===== config.mk =====
export PLATFORM = sky130hd
export DESIGN_NAME = fpga_startup_sequencer
export DESIGN_NICKNAME = d
export VERILOG_FILES = /design/src/rtl/startup_pkg.sv /design/src/rtl/fpga_startup_sequencer.sv
export SDC_FILE = /design/constraint.sdc
export NUM_CORES = 1
export LEC_CHECK = 0
export BUFFER_PORTS_ARGS = -buffer_cell sky130_fd_sc_hd__buf_2
export CAP_MARGIN = 20
export CORE_MARGIN = 3
export CORE_UTILIZATION = 35
export CTS_CLUSTER_DIAMETER = 50
export DETAILED_ROUTE_END_ITERATION = 12
export PLACE_DENSITY = 0.59
export SYNTH_ARGS = -nofsm -noshare
export SYNTH_HDL_FRONTEND = slang
export SYNTH_SLANG_ARGS = --single-unit

===== constraint.sdc =====
create_clock -name aclk -period 32.1 [get_ports aclk]
set_clock_uncertainty 0.2 [all_clocks]
set_input_delay 0 -clock aclk [delete_from_list [all_inputs] [get_ports aclk]]
set_output_delay 0 -clock aclk [all_outputs]
set_load 0.01 [all_outputs]

===== src/rtl/startup_pkg.sv =====
// Notes on behaviour
// Master clock 2.5 MHz, selected rate after 60 bytes
// Start-up clock from config, user or scan
// Eight phases, advancing in order after configuration
// Internal end flag set in last phase
// Setting picks phase releasing completion pin
// Completion phase waits until pin seen high
// Completion wait never delays earlier global releases
// Setting picks set/reset release phase; holds flops
// Setting picks write-enable phase; lock loops unaffected
// Setting picks tristate release phase; outputs disabled
// Follow-pin globals change on pin rise, pipelined
// Pipeline option adds register on completion pin
// Lock-wait phase holds until selected lock
// Persistence keeps byte port, else pins user
// Completion pin open-drain unless active drive set
// Scan port always active, limited by security
// Level one blocks all readback
// Level two blocks configuration and readback
// Security cleared only by deconfiguration
// Scan user code returns 32-bit identifier
// Start by commands, stray clock edges harmless
// Configurer may make globals follow the pin
// Start only after good CRC, else fail
// At most one phase per start-up clock edge
package startup_pkg;
  localparam int CLK_KHZ       = 40000;
  localparam int KHZ_PER_MHZ   = 1000;
  localparam int INIT_RATE_KHZ = 2500;
  localparam int HALF_W        = 5;
  localparam int HALF_MAX      = 31;
  localparam int INIT_HALF     = CLK_KHZ / (2 * INIT_RATE_KHZ);
  localparam logic [5:0] SWITCH_BYTES = 6'h3c;
  localparam logic [2:0] PHASE_LAST   = 3'h7;

  localparam logic [7:0] OFS_CLOCK  = 8'h00;
  localparam logic [7:0] OFS_PHASE  = 8'h04;
  localparam logic [7:0] OFS_RATE   = 8'h08;
  localparam logic [7:0] OFS_SECURE = 8'h0c;
  localparam logic [7:0] OFS_USER_IDENTIFIER_WORD = 8'h10;
  localparam logic [7:0] OFS_STATUS = 8'h14;

  localparam int CLK_SEL_LSB = 0;
  localparam int PIPE_BIT    = 2;
  localparam int DRIVE_BIT   = 3;
  localparam int MASTER_BIT  = 4;
  localparam int DONE_LSB    = 0;
  localparam int GTS_LSB     = 4;
  localparam int GTS_FOLLOW  = 7;
  localparam int GSR_LSB     = 8;
  localparam int GSR_FOLLOW  = 11;
  localparam int GWE_LSB     = 12;
  localparam int GWE_FOLLOW  = 15;
  localparam int LCK_LSB     = 16;
  localparam int NO_LOCK_WAIT_BIT  = 19;
  localparam int DLL_LSB     = 20;
  localparam int SEC_LSB     = 0;
  localparam int RETAIN_BIT  = 2;
  localparam int ST_STATE_LSB = 4;
  localparam int ST_DONE_SEEN = 8;
  localparam int ST_GTS       = 9;
  localparam int ST_GWE       = 10;
  localparam int ST_GSR       = 11;
  localparam int ST_RATE_SW   = 12;
  localparam int ST_SEC_LSB   = 16;

  localparam logic [31:0] CLOCK_RST = 32'h0000_0000;
  localparam logic [31:0] PHASE_RST = 32'h0008_6654;
  localparam logic [5:0]  RATE_RST  = 6'h04;

  localparam logic [1:0] SEC_NONE = 2'h0;
  localparam logic [1:0] SEC_L1   = 2'h1;
  localparam logic [1:0] SEC_L2   = 2'h2;
  localparam logic [1:0] SEL_CFG  = 2'h0;
  localparam logic [1:0] SEL_USER = 2'h1;
  localparam logic [1:0] RESP_OKAY   = 2'h0;
  localparam logic [1:0] RESP_SLVERR = 2'h2;

  typedef enum logic [2:0] {
    S_IDLE  = 3'b000,
    S_ARMED = 3'b001,
    S_RUN   = 3'b010,
    S_END   = 3'b011,
    S_FAIL  = 3'b100
  } seq_state_t;
endpackage


===== src/rtl/fpga_startup_sequencer.sv =====
`timescale 1ns/1ps
`default_nettype none
module fpga_startup_sequencer
  import startup_pkg::*;
#(
  parameter int          ADDR_W  = 8,
  parameter logic [31:0] USER_ID = 32'h1234_5678 // Arbitrary value
) (
  input  wire logic              aclk,
  input  wire logic              aresetn,
  input  wire logic [ADDR_W-1:0] s_axi_awaddr,
  input  wire logic              s_axi_awvalid,
  output var  logic              s_axi_awready,
  input  wire logic [31:0]       s_axi_wdata,
  input  wire logic [3:0]        s_axi_wstrb,
  input  wire logic              s_axi_wvalid,
  output var  logic              s_axi_wready,
  output var  logic [1:0]        s_axi_bresp,
  output var  logic              s_axi_bvalid,
  input  wire logic              s_axi_bready,
  input  wire logic [ADDR_W-1:0] s_axi_araddr,
  input  wire logic              s_axi_arvalid,
  output var  logic              s_axi_arready,
  output var  logic [31:0]       s_axi_rdata,
  output var  logic [1:0]        s_axi_rresp,
  output var  logic              s_axi_rvalid,
  input  wire logic              s_axi_rready,
  input  wire logic              program_n,
  input  wire logic              configuration_clock_in,
  input  wire logic              design_clock_source,
  input  wire logic              scan_clock_source,
  input  wire logic              load_byte_strobe,
  input  wire logic              startup_command,
  input  wire logic              crc_final_valid,
  input  wire logic              crc_final_ok,
  input  wire logic              done_in,
  input  wire logic [3:0]        dll_locked,
  output var  logic              configuration_clock_o,
  output var  logic              configuration_clock_oe,
  output var  logic              done_o,
  output var  logic              done_oe,
  output var  logic              init_o,
  output var  logic              init_oe,
  output var  logic              global_output_tristate,
  output var  logic              global_write_enable,
  output var  logic              global_set_reset,
  output var  logic              end_of_startup_flag,
  output var  logic [31:0]       user_identifier_word,
  output var  logic              scan_config_allow,
  output var  logic              scan_readback_allow,
  output var  logic              byte_port_active,
  output var  logic              byte_port_config_allow,
  output var  logic              byte_port_readback_allow,
  output var  logic              config_pins_user_io
);

  if (ADDR_W < 8) begin : g_chk
    $error("ADDR_W must be at least 8");
  end

  logic [31:0]       clock_cfg_q;
  logic [31:0]       phase_cfg_q;
  logic [5:0]        rate_q;
  logic [1:0]        sec_q;
  logic              retain_q;
  logic              aw_full_q;
  logic              w_full_q;
  logic [ADDR_W-1:0] awaddr_q;
  logic [31:0]       wdata_q;
  logic [3:0]        wstrb_q;
  logic [5:0]        bytes_q;
  logic              rate_sw_q;
  logic [HALF_W-1:0] div_q;
  logic              src_prev_q;
  logic              done_pipe_q;
  seq_state_t        state_q;
  logic [2:0]        phase_q;

  // Config word fields
  logic [1:0] clk_sel;
  logic       pipe_on;
  logic       drive_on;
  logic       master_on;
  logic [2:0] done_ph;
  logic [2:0] gts_ph;
  logic [2:0] gsr_ph;
  logic [2:0] gwe_ph;
  logic [2:0] lck_ph;
  logic [1:0] dll_sel;
  logic       no_wait;
  assign clk_sel   = clock_cfg_q[CLK_SEL_LSB +: 2];
  assign pipe_on   = clock_cfg_q[PIPE_BIT];
  assign drive_on  = clock_cfg_q[DRIVE_BIT];
  assign master_on = clock_cfg_q[MASTER_BIT];
  assign done_ph   = phase_cfg_q[DONE_LSB +: 3];
  assign gts_ph    = phase_cfg_q[GTS_LSB +: 3];
  assign gsr_ph    = phase_cfg_q[GSR_LSB +: 3];
  assign gwe_ph    = phase_cfg_q[GWE_LSB +: 3];
  assign lck_ph    = phase_cfg_q[LCK_LSB +: 3];
  assign dll_sel   = phase_cfg_q[DLL_LSB +: 2];
  assign no_wait   = phase_cfg_q[NO_LOCK_WAIT_BIT];

  function automatic logic [31:0] merge(input logic [31:0] old,
                                        input logic [31:0] nw,
                                        input logic [3:0]  strb);
    logic [31:0] r;
    r = old;
    for (int i = 0; i < 4; i++) begin
      if (strb[i]) begin
        r[8*i +: 8] = nw[8*i +: 8];
      end
    end
    return r;
  endfunction

  // Smallest half period within the rate
  function automatic logic [HALF_W-1:0] half_for(input logic [5:0] r);
    logic [HALF_W-1:0] h;
    h = HALF_W'(HALF_MAX);
    for (int i = HALF_MAX; i >= 1; i--) begin
      if (2 * i * int'(r) * KHZ_PER_MHZ >= CLK_KHZ) begin
        h = HALF_W'(i);
      end
    end
    return h;
  endfunction

  function automatic logic hit(input logic [ADDR_W-1:0] a,
                               input logic [7:0]        ofs);
    return a[ADDR_W-1:2] == (ADDR_W-2)'(ofs >> 2);
  endfunction

  logic wr_go;
  logic ar_take;
  assign wr_go   = aw_full_q & w_full_q & ~s_axi_bvalid;
  assign ar_take = s_axi_arvalid & s_axi_arready;

  // Write channel: AW and W in either order
  always_ff @(posedge aclk) begin
    if (!aresetn) begin
      aw_full_q     <= 1'b0;
      w_full_q      <= 1'b0;
      awaddr_q      <= '0;
      wdata_q       <= '0;
      wstrb_q       <= '0;
      s_axi_awready <= 1'b1;
      s_axi_wready  <= 1'b1;
      s_axi_bvalid  <= 1'b0;
      s_axi_bresp   <= RESP_OKAY;
    end else begin
      if (s_axi_awvalid && s_axi_awready) begin
        aw_full_q     <= 1'b1;
        awaddr_q      <= s_axi_awaddr;
        s_axi_awready <= 1'b0;
      end
      if (s_axi_wvalid && s_axi_wready) begin
        w_full_q     <= 1'b1;
        wdata_q      <= s_axi_wdata;
        wstrb_q      <= s_axi_wstrb;
        s_axi_wready <= 1'b0;
      end
      if (wr_go) begin
        aw_full_q    <= 1'b0;
        w_full_q     <= 1'b0;
        s_axi_bvalid <= 1'b1;
        s_axi_bresp  <= (hit(awaddr_q, OFS_CLOCK) || hit(awaddr_q, OFS_PHASE) ||
                         hit(awaddr_q, OFS_RATE) || hit(awaddr_q, OFS_SECURE) ||
                         hit(awaddr_q, OFS_USER_IDENTIFIER_WORD)) ? RESP_OKAY : RESP_SLVERR;
      end
      if (s_axi_bvalid && s_axi_bready) begin
        s_axi_bvalid  <= 1'b0;
        s_axi_awready <= 1'b1;
        s_axi_wready  <= 1'b1;
      end
    end
  end

  // Config registers; level two freezes them
  logic cfg_wr;
  assign cfg_wr = wr_go && (sec_q != SEC_L2);

  always_ff @(posedge aclk) begin
    if (!aresetn) begin
      clock_cfg_q          <= CLOCK_RST;
      phase_cfg_q          <= PHASE_RST;
      rate_q               <= RATE_RST;
      retain_q             <= 1'b0;
      user_identifier_word <= USER_ID;
    end else if (cfg_wr) begin
      if (hit(awaddr_q, OFS_CLOCK)) begin
        clock_cfg_q <= merge(clock_cfg_q, wdata_q, wstrb_q);
      end
      if (hit(awaddr_q, OFS_PHASE)) begin
        phase_cfg_q <= merge(phase_cfg_q, wdata_q, wstrb_q);
      end
      if (hit(awaddr_q, OFS_RATE) && wstrb_q[0]) begin
        rate_q <= wdata_q[5:0];
      end
      if (hit(awaddr_q, OFS_SECURE) && wstrb_q[0]) begin
        retain_q <= wdata_q[RETAIN_BIT];
      end
      if (hit(awaddr_q, OFS_USER_IDENTIFIER_WORD)) begin
        user_identifier_word <= merge(user_identifier_word, wdata_q, wstrb_q);
      end
    end
  end

  // Security only climbs
  always_ff @(posedge aclk) begin
    if (!aresetn || !program_n) begin
      sec_q <= SEC_NONE;
    end else if (wr_go && hit(awaddr_q, OFS_SECURE) && wstrb_q[0] &&
                 wdata_q[SEC_LSB +: 2] > sec_q &&
                 wdata_q[SEC_LSB +: 2] <= SEC_L2) begin
      sec_q <= wdata_q[SEC_LSB +: 2];
    end
  end

  // Read channel
  logic [31:0] rd_data;
  logic        rd_err;
  logic        done_seen;
  always_comb begin
    rd_data = '0;
    rd_err  = 1'b0;
    if (hit(s_axi_araddr, OFS_CLOCK)) begin
      rd_data = clock_cfg_q;
    end else if (hit(s_axi_araddr, OFS_PHASE)) begin
      rd_data = phase_cfg_q;
    end else if (hit(s_axi_araddr, OFS_RATE)) begin
      rd_data[5:0] = rate_q;
    end else if (hit(s_axi_araddr, OFS_SECURE)) begin
      rd_data[SEC_LSB +: 2] = sec_q;
      rd_data[RETAIN_BIT]   = retain_q;
    end else if (hit(s_axi_araddr, OFS_USER_IDENTIFIER_WORD)) begin
      rd_data = user_identifier_word;
    end else if (hit(s_axi_araddr, OFS_STATUS)) begin
      // End flag absent: internal only
      rd_data[2:0] = phase_q;
      rd_data[ST_STATE_LSB +: 3] = state_q;
      rd_data[ST_DONE_SEEN] = done_seen;
      rd_data[ST_GTS] = global_output_tristate;
      rd_data[ST_GWE] = global_write_enable;
      rd_data[ST_GSR] = global_set_reset;
      rd_data[ST_RATE_SW] = rate_sw_q;
      rd_data[ST_SEC_LSB +: 2] = sec_q;
    end else begin
      rd_err = 1'b1;
    end
  end

  always_ff @(posedge aclk) begin
    if (!aresetn) begin
      s_axi_arready <= 1'b1;
      s_axi_rvalid  <= 1'b0;
      s_axi_rdata   <= '0;
      s_axi_rresp   <= RESP_OKAY;
    end else if (ar_take) begin
      s_axi_arready <= 1'b0;
      s_axi_rvalid  <= 1'b1;
      s_axi_rdata   <= rd_data;
      s_axi_rresp   <= rd_err ? RESP_SLVERR : RESP_OKAY;
    end else if (s_axi_rvalid && s_axi_rready) begin
      s_axi_rvalid  <= 1'b0;
      s_axi_arready <= 1'b1;
    end
  end

  // Loaded bytes pick master rate
  always_ff @(posedge aclk) begin
    if (!aresetn || !program_n) begin
      bytes_q   <= '0;
      rate_sw_q <= 1'b0;
    end else if (load_byte_strobe && !rate_sw_q) begin
      bytes_q   <= bytes_q + 6'h01;
      rate_sw_q <= (bytes_q + 6'h01) == SWITCH_BYTES;
    end
  end

  logic [HALF_W-1:0] half;
  assign half = rate_sw_q ? half_for(rate_q) : HALF_W'(INIT_HALF);

  always_ff @(posedge aclk) begin
    if (!aresetn || !program_n || !master_on) begin
      div_q                 <= '0;
      configuration_clock_o <= 1'b0;
    end else if (div_q >= half - HALF_W'(1)) begin
      div_q                 <= '0;
      configuration_clock_o <= ~configuration_clock_o;
    end else begin
      div_q <= div_q + HALF_W'(1);
    end
  end

  always_ff @(posedge aclk) begin
    if (!aresetn) begin
      configuration_clock_oe <= 1'b0;
    end else begin
      configuration_clock_oe <= master_on;
    end
  end

  // Start-up clock; a rising edge is one step
  logic src_now;
  logic step;
  always_comb begin
    case (clk_sel)
      SEL_CFG:  src_now = master_on ? configuration_clock_o
                                    : configuration_clock_in;
      SEL_USER: src_now = design_clock_source;
      default:  src_now = scan_clock_source;
    endcase
  end
  assign step = src_now & ~src_prev_q;

  always_ff @(posedge aclk) begin
    if (!aresetn) begin
      src_prev_q <= 1'b0;
    end else begin
      src_prev_q <= src_now;
    end
  end

  // Trades one start-up clock of latency for slow pin rise
  always_ff @(posedge aclk) begin
    if (!aresetn || !program_n) begin
      done_pipe_q <= 1'b0;
    end else if (step) begin
      done_pipe_q <= done_in;
    end
  end

  logic lock_ok;
  logic hold;
  logic started;
  logic released;
  assign done_seen = pipe_on ? done_pipe_q : done_in;
  assign lock_ok   = dll_locked[dll_sel];
  assign hold      = (phase_q == done_ph && !done_seen) ||
                     (!no_wait && phase_q == lck_ph && !lock_ok);
  assign started   = (state_q == S_RUN) || (state_q == S_END);
  assign released  = started && (phase_q >= done_ph);

  // Only commands start it; idle clock edges do nothing
  always_ff @(posedge aclk) begin
    if (!aresetn || !program_n) begin
      state_q             <= S_IDLE;
      phase_q             <= '0;
      end_of_startup_flag <= 1'b0;
    end else begin
      case (state_q)
        S_IDLE: begin
          if (crc_final_valid && !crc_final_ok) begin
            state_q <= S_FAIL;
          end else if (startup_command) begin
            state_q <= S_ARMED;
          end
        end
        S_ARMED: begin
          if (crc_final_valid) begin
            state_q <= crc_final_ok ? S_RUN : S_FAIL;
          end
        end
        S_RUN: begin
          if (step && !hold) begin
            phase_q <= phase_q + 3'h1;
            if (phase_q == PHASE_LAST - 3'h1) begin
              state_q             <= S_END;
              end_of_startup_flag <= 1'b1;
            end
          end
        end
        S_END:   state_q <= S_END;
        S_FAIL:  state_q <= S_FAIL;
        default: state_q <= S_IDLE;
      endcase
    end
  end

  // Fault line low on CRC failure or deconfigure
  always_ff @(posedge aclk) begin
    if (!aresetn) begin
      init_o  <= 1'b0;
      init_oe <= 1'b0;
    end else begin
      init_o  <= 1'b0;
      init_oe <= !program_n || (state_q == S_FAIL);
    end
  end

  // Open drain holds low until release; active drive also pulls high
  always_ff @(posedge aclk) begin
    if (!aresetn) begin
      done_o  <= 1'b0;
      done_oe <= 1'b1;
    end else begin
      done_o  <= released && drive_on;
      done_oe <= !released || drive_on;
    end
  end

  // Phase-timed globals up to the completion phase ignore the pin wait
  function automatic logic rel(input logic [2:0] ph, input logic fol);
    return fol ? (started && done_seen)
               : (started && phase_q >= ph);
  endfunction

  always_ff @(posedge aclk) begin
    if (!aresetn || !program_n) begin
      global_output_tristate <= 1'b1;
      global_set_reset       <= 1'b1;
      global_write_enable    <= 1'b0;
    end else begin
      global_output_tristate <= !rel(gts_ph, phase_cfg_q[GTS_FOLLOW]);
      global_set_reset       <= !rel(gsr_ph, phase_cfg_q[GSR_FOLLOW]);
      global_write_enable    <= rel(gwe_ph, phase_cfg_q[GWE_FOLLOW]);
    end
  end

  // Scan port stays alive whatever the persistence
  logic bp_on;
  assign bp_on = (state_q != S_END) || retain_q;

  always_ff @(posedge aclk) begin
    if (!aresetn) begin
      scan_config_allow        <= 1'b1;
      scan_readback_allow      <= 1'b1;
      byte_port_active         <= 1'b1;
      byte_port_config_allow   <= 1'b1;
      byte_port_readback_allow <= 1'b1;
      config_pins_user_io      <= 1'b0;
    end else begin
      scan_config_allow        <= sec_q != SEC_L2;
      scan_readback_allow      <= sec_q == SEC_NONE;
      byte_port_active         <= bp_on;
      byte_port_config_allow   <= bp_on && (sec_q != SEC_L2);
      byte_port_readback_allow <= bp_on && (sec_q == SEC_NONE);
      config_pins_user_io      <= (state_q == S_END) && !retain_q;
    end
  end

endmodule
`default_nettype wire


==> qor.csv <==
stage,metric,value,unit
status,status,finished clean,
synthesis,Post-synth EDFFs,0,
clock_tree,"Clk Latency, worst-skew pair",0.54,ns
synthesis,ys async rst share,0,%
synthesis,register area share after synthesis,11.6,%
worst_setup_path,r2r worst-path depth,41,
clock_tree,Post-CTS Setup Inserts,0,
clock_tree,# clock sinks,223,
global_route,vias in the first global route,30700,
timing,Fin Hold WS,0.0761,ns
synthesis,cell taking the most area after synthesis,fa_1,
worst_setup_path,CP Max Fanout,22,
place,post-DP HPWL,80600,um
detailed_routing,initial DRC count,1583,
power,VDD IR max,0.0505,mV
cells_and_area,P&R area growth vs syn,11.6,%
clock_tree,H-tree Lvls,1,
clock_tree,CTS tree,done,
worst_setup_path,beginning of the critical path,rate_q[2],
timing,post-layout minimum cycle time,12.53,ns
worst_setup_path,worst reg2reg startpoint,rate_q[2],
clock_tree,CTS buffer count,25,
worst_setup_path,Worst Path Required,32.36,ns
worst_setup_path,critical path startpoint category,flop,
worst_setup_path,CP Class,reg2reg,
clock_tree,clk root buf,clkbuf_16,
synthesis,Synth top cells by count,"711 x inv_1, 653 x ha_1, 455 x fa_1, 375 x nand2_1, 223 x dfxtp_1",
synthesis,synthesized area,38600,um^2
synthesis,Yosys top cell area share,23.6,%
cells_and_area,ratio of cells with drive above 1 in the final layout,6.83,%
die,IO Count,161,
worst_setup_path,Worst EP arrival,12.79,ns
worst_setup_path,Critical-path top delay cell,ha_1,
worst_setup_path,Worst setup EP type,flop,
cells_and_area,Multi-input gate area,31100,um^2
clock_tree,Max clock buf depth,3,
timing,Final Cycle Share,39.0,%
job,Max-Cap Viols,0,
timing,Setup TNS Final,0,ns
global_route,gr ovfl total,0,
detailed_routing,drt total wl,98700,um
timing,RSZ-0062 raised after global routing,no,
detailed_routing,routed vias,30600,
global_route,largest net degree at the start of global routing,101,
detailed_routing,number of vias per cell,5.08,
worst_setup_path,Critical R2R Capture,div_q[3],
place,Placement Cell Area,41200,um^2
place,input/output buffers,153,
global_route,first-pass GRT wire length,162000,um
clock_tree,CTS-repair resized insts,0,
clock_tree,Clock transition at path regs,0.06,ns
die,Initial Util,35.3,%
power,Cell Pwr Density,15.5,nW/um^2
timing,Worst-Margin Slew,1.08,ns
detailed_routing,Detailed Routing Iterations Pass 1,5,
cells_and_area,Ant. Diodes,0,
synthesis,top_reg_cell synth,dfxtp_1,
synthesis,Netlist cell types,107,
synthesis,top-count cell post-synth,inv_1,
die,Die Wd,338,um
detailed_routing,antenna-violating nets left,0,
die,FP Rows,121,
synthesis,count of state elements after synthesis,223,
synthesis,"Warnings, synthesis",0,
die,Core Box Area,109000,um^2
worst_setup_path,FF-to-FF setup slack,19.57,ns
timing,FMAX,79.8,MHz
cells_and_area,Storage cell area,4460,um^2
cells_and_area,# fillers,10900,
cells_and_area,post-route cell area,43000,um^2
clock_tree,CTS hold repair buffers,100,
detailed_routing,Routed wire per std cell,16.4,um
worst_setup_path,Worst Setup EP,div_q[3],
synthesis,gate count after technology mapping,4276,
hold_path,Worst Hold Class,in2reg,
timing,max-slew violations,0,
global_route,initial antenna violation count,1,
timing,final setup fails,0,
die,total die area,114000,um^2
power,Tot Pwr,0.000666,W
detailed_routing,detailed-route DRC error count,0,
timing,relative slew slack,27.6,%
timing,Final Hold Violating Endpoints,0,
worst_setup_path,Most common cell on crit path,ha_1,
synthesis,Mean Syn Cell Area,9.02,um^2
die,DIE HEIGHT,338,um
synthesis,Synth area leaders,"fa_1 24%, ha_1 21%, dfxtp_1 12%",
cells_and_area,Post-layout nets,5699,
power,LEAKAGE,21.9,nW
global_route,gr usage total,17.3,%
worst_setup_path,crit-path max cell delay,0.80,ns
place,GP Congestion,0.882,
logic make-up after synthesis:
logic type / after synthesis / share of synthesized area, %
AOI/OAI and AO/OA: 894 / 16.5
xor gates and xnor gates: 229 / 5.24
adders and majority gates: 1108 / 44.8
buffers and inverters: 795 / 7.85
DFF: 223 / 11.6
muxes: 83 / 2.23
other: 1 / 0.00972
and+or+nand+nor: 943 / 11.8
worst min path at each step:
stage | start | endpoint | slack, ns | cells past startpoint
global route | s_axi_wstrb[1] | wstrb_q[1] | 0.07 | 4
floorplan | s_axi_wvalid | s_axi_wready | -0.1 | 1
finish | s_axi_wdata[30] | wdata_q[30] | 0.08 | 4
global placement | s_axi_wvalid | s_axi_wready | 0.02 | 2
detailed placement | s_axi_wvalid | s_axi_wready | 0.02 | 2
CTS | s_axi_wdata[24] | wdata_q[24] | 0.05 | 4
layout make-up:
class	count	area share (%)
clock buffer	31	1.55
inverter	713	6.22
sequential	223	10.4
multi-input combinational	3260	72.2
clock inverter	14	0.462
tap	1476	4.29
timing repair buffer	296	4.85
through the flow:
stage | util [%] | cells | setup slack, ns
2_1_floorplan | - | 4278 | 21.27
3_3_place_gp | 37.7 | 5867 | 19.74
3_5_place_dp | 37.7 | 5868 | 19.59
4_1_cts | 39.4 | 6013 | 19.53
5_1_grt | 39.4 | 6013 | 18.82
6_report | 39.4 | 6013 | 19.57
report_power, final:
group | internal (W) | switching (W)
registers | 0.000284 | 0.00000704
logic | 0.0000339 | 0.0000389
clock network | 0.000182 | 0.000121
layout by cell type (no fill, tap or decap), drive strengths merged, types with 11 or more instances in the layout:
cell	Yosys	final
nand4	23	23
dfxtp	223	223
o21bai	43	43
nor4	23	23
or4	11	11
o21ai	135	135
and3	18	18
a211oi	47	47
a21o	69	69
clkbuf	69	31
a21oi	183	183
nand2b	27	27
o2111ai	15	15
inv	712	716
buf	13	196
o21a	37	37
a31oi	31	31
a211o	13	13
xnor2	136	136
nand3	61	61
nor3	62	62
xor2	92	92
mux2	13	13
o31ai	17	17
a222oi	31	31
mux2i	69	69
or3	21	21
o211a	35	35
a221oi	11	11
o211ai	30	30
nor2	166	166
and2	27	27
or2	13	13
nand2	375	375
ha	653	653
nand3b	14	14
dlygate4sd3	0	100
a21boi	107	107
fa	455	455
nor2b	68	68
worst max-delay path: cells and delay by family (launching register included):
| family | cells | cell delay (ns) |
|---|---|---|
| compound gates | 11 | 2.68 |
| xor+xnor | 2 | 0.88 |
| fa+ha+maj | 11 | 4.76 |
| buf+inv | 8 | 1.74 |
| flops | 1 | 0.31 |
| simple gates | 9 | 1.85 |
registers in the layout, indices dropped and copies added (netlist names), 3 cells and up:
signal and cells:
phase_q 3, state_q 3, div_q 5, rate_q 6
wstrb_q 4, s_axi_rdata 32, user_identifier_word 32, bytes_q 6
wdata_q 32, clock_cfg_q 32, awaddr_q 6, phase_cfg_q 32
per-layer routing:
layer / up-vias / part of all wire [%] / GRT usage [%]
li1: 15000 / - / -
met2: 629 / 47 / 29.3
met3: 98 / 4.6 / 1.69
met4: 0 / 2.3 / 3.89
met1: 14800 / 46 / 23.9
met5: - / 0 / 0
Note: power is estimated with default switching activity, not from simulation.
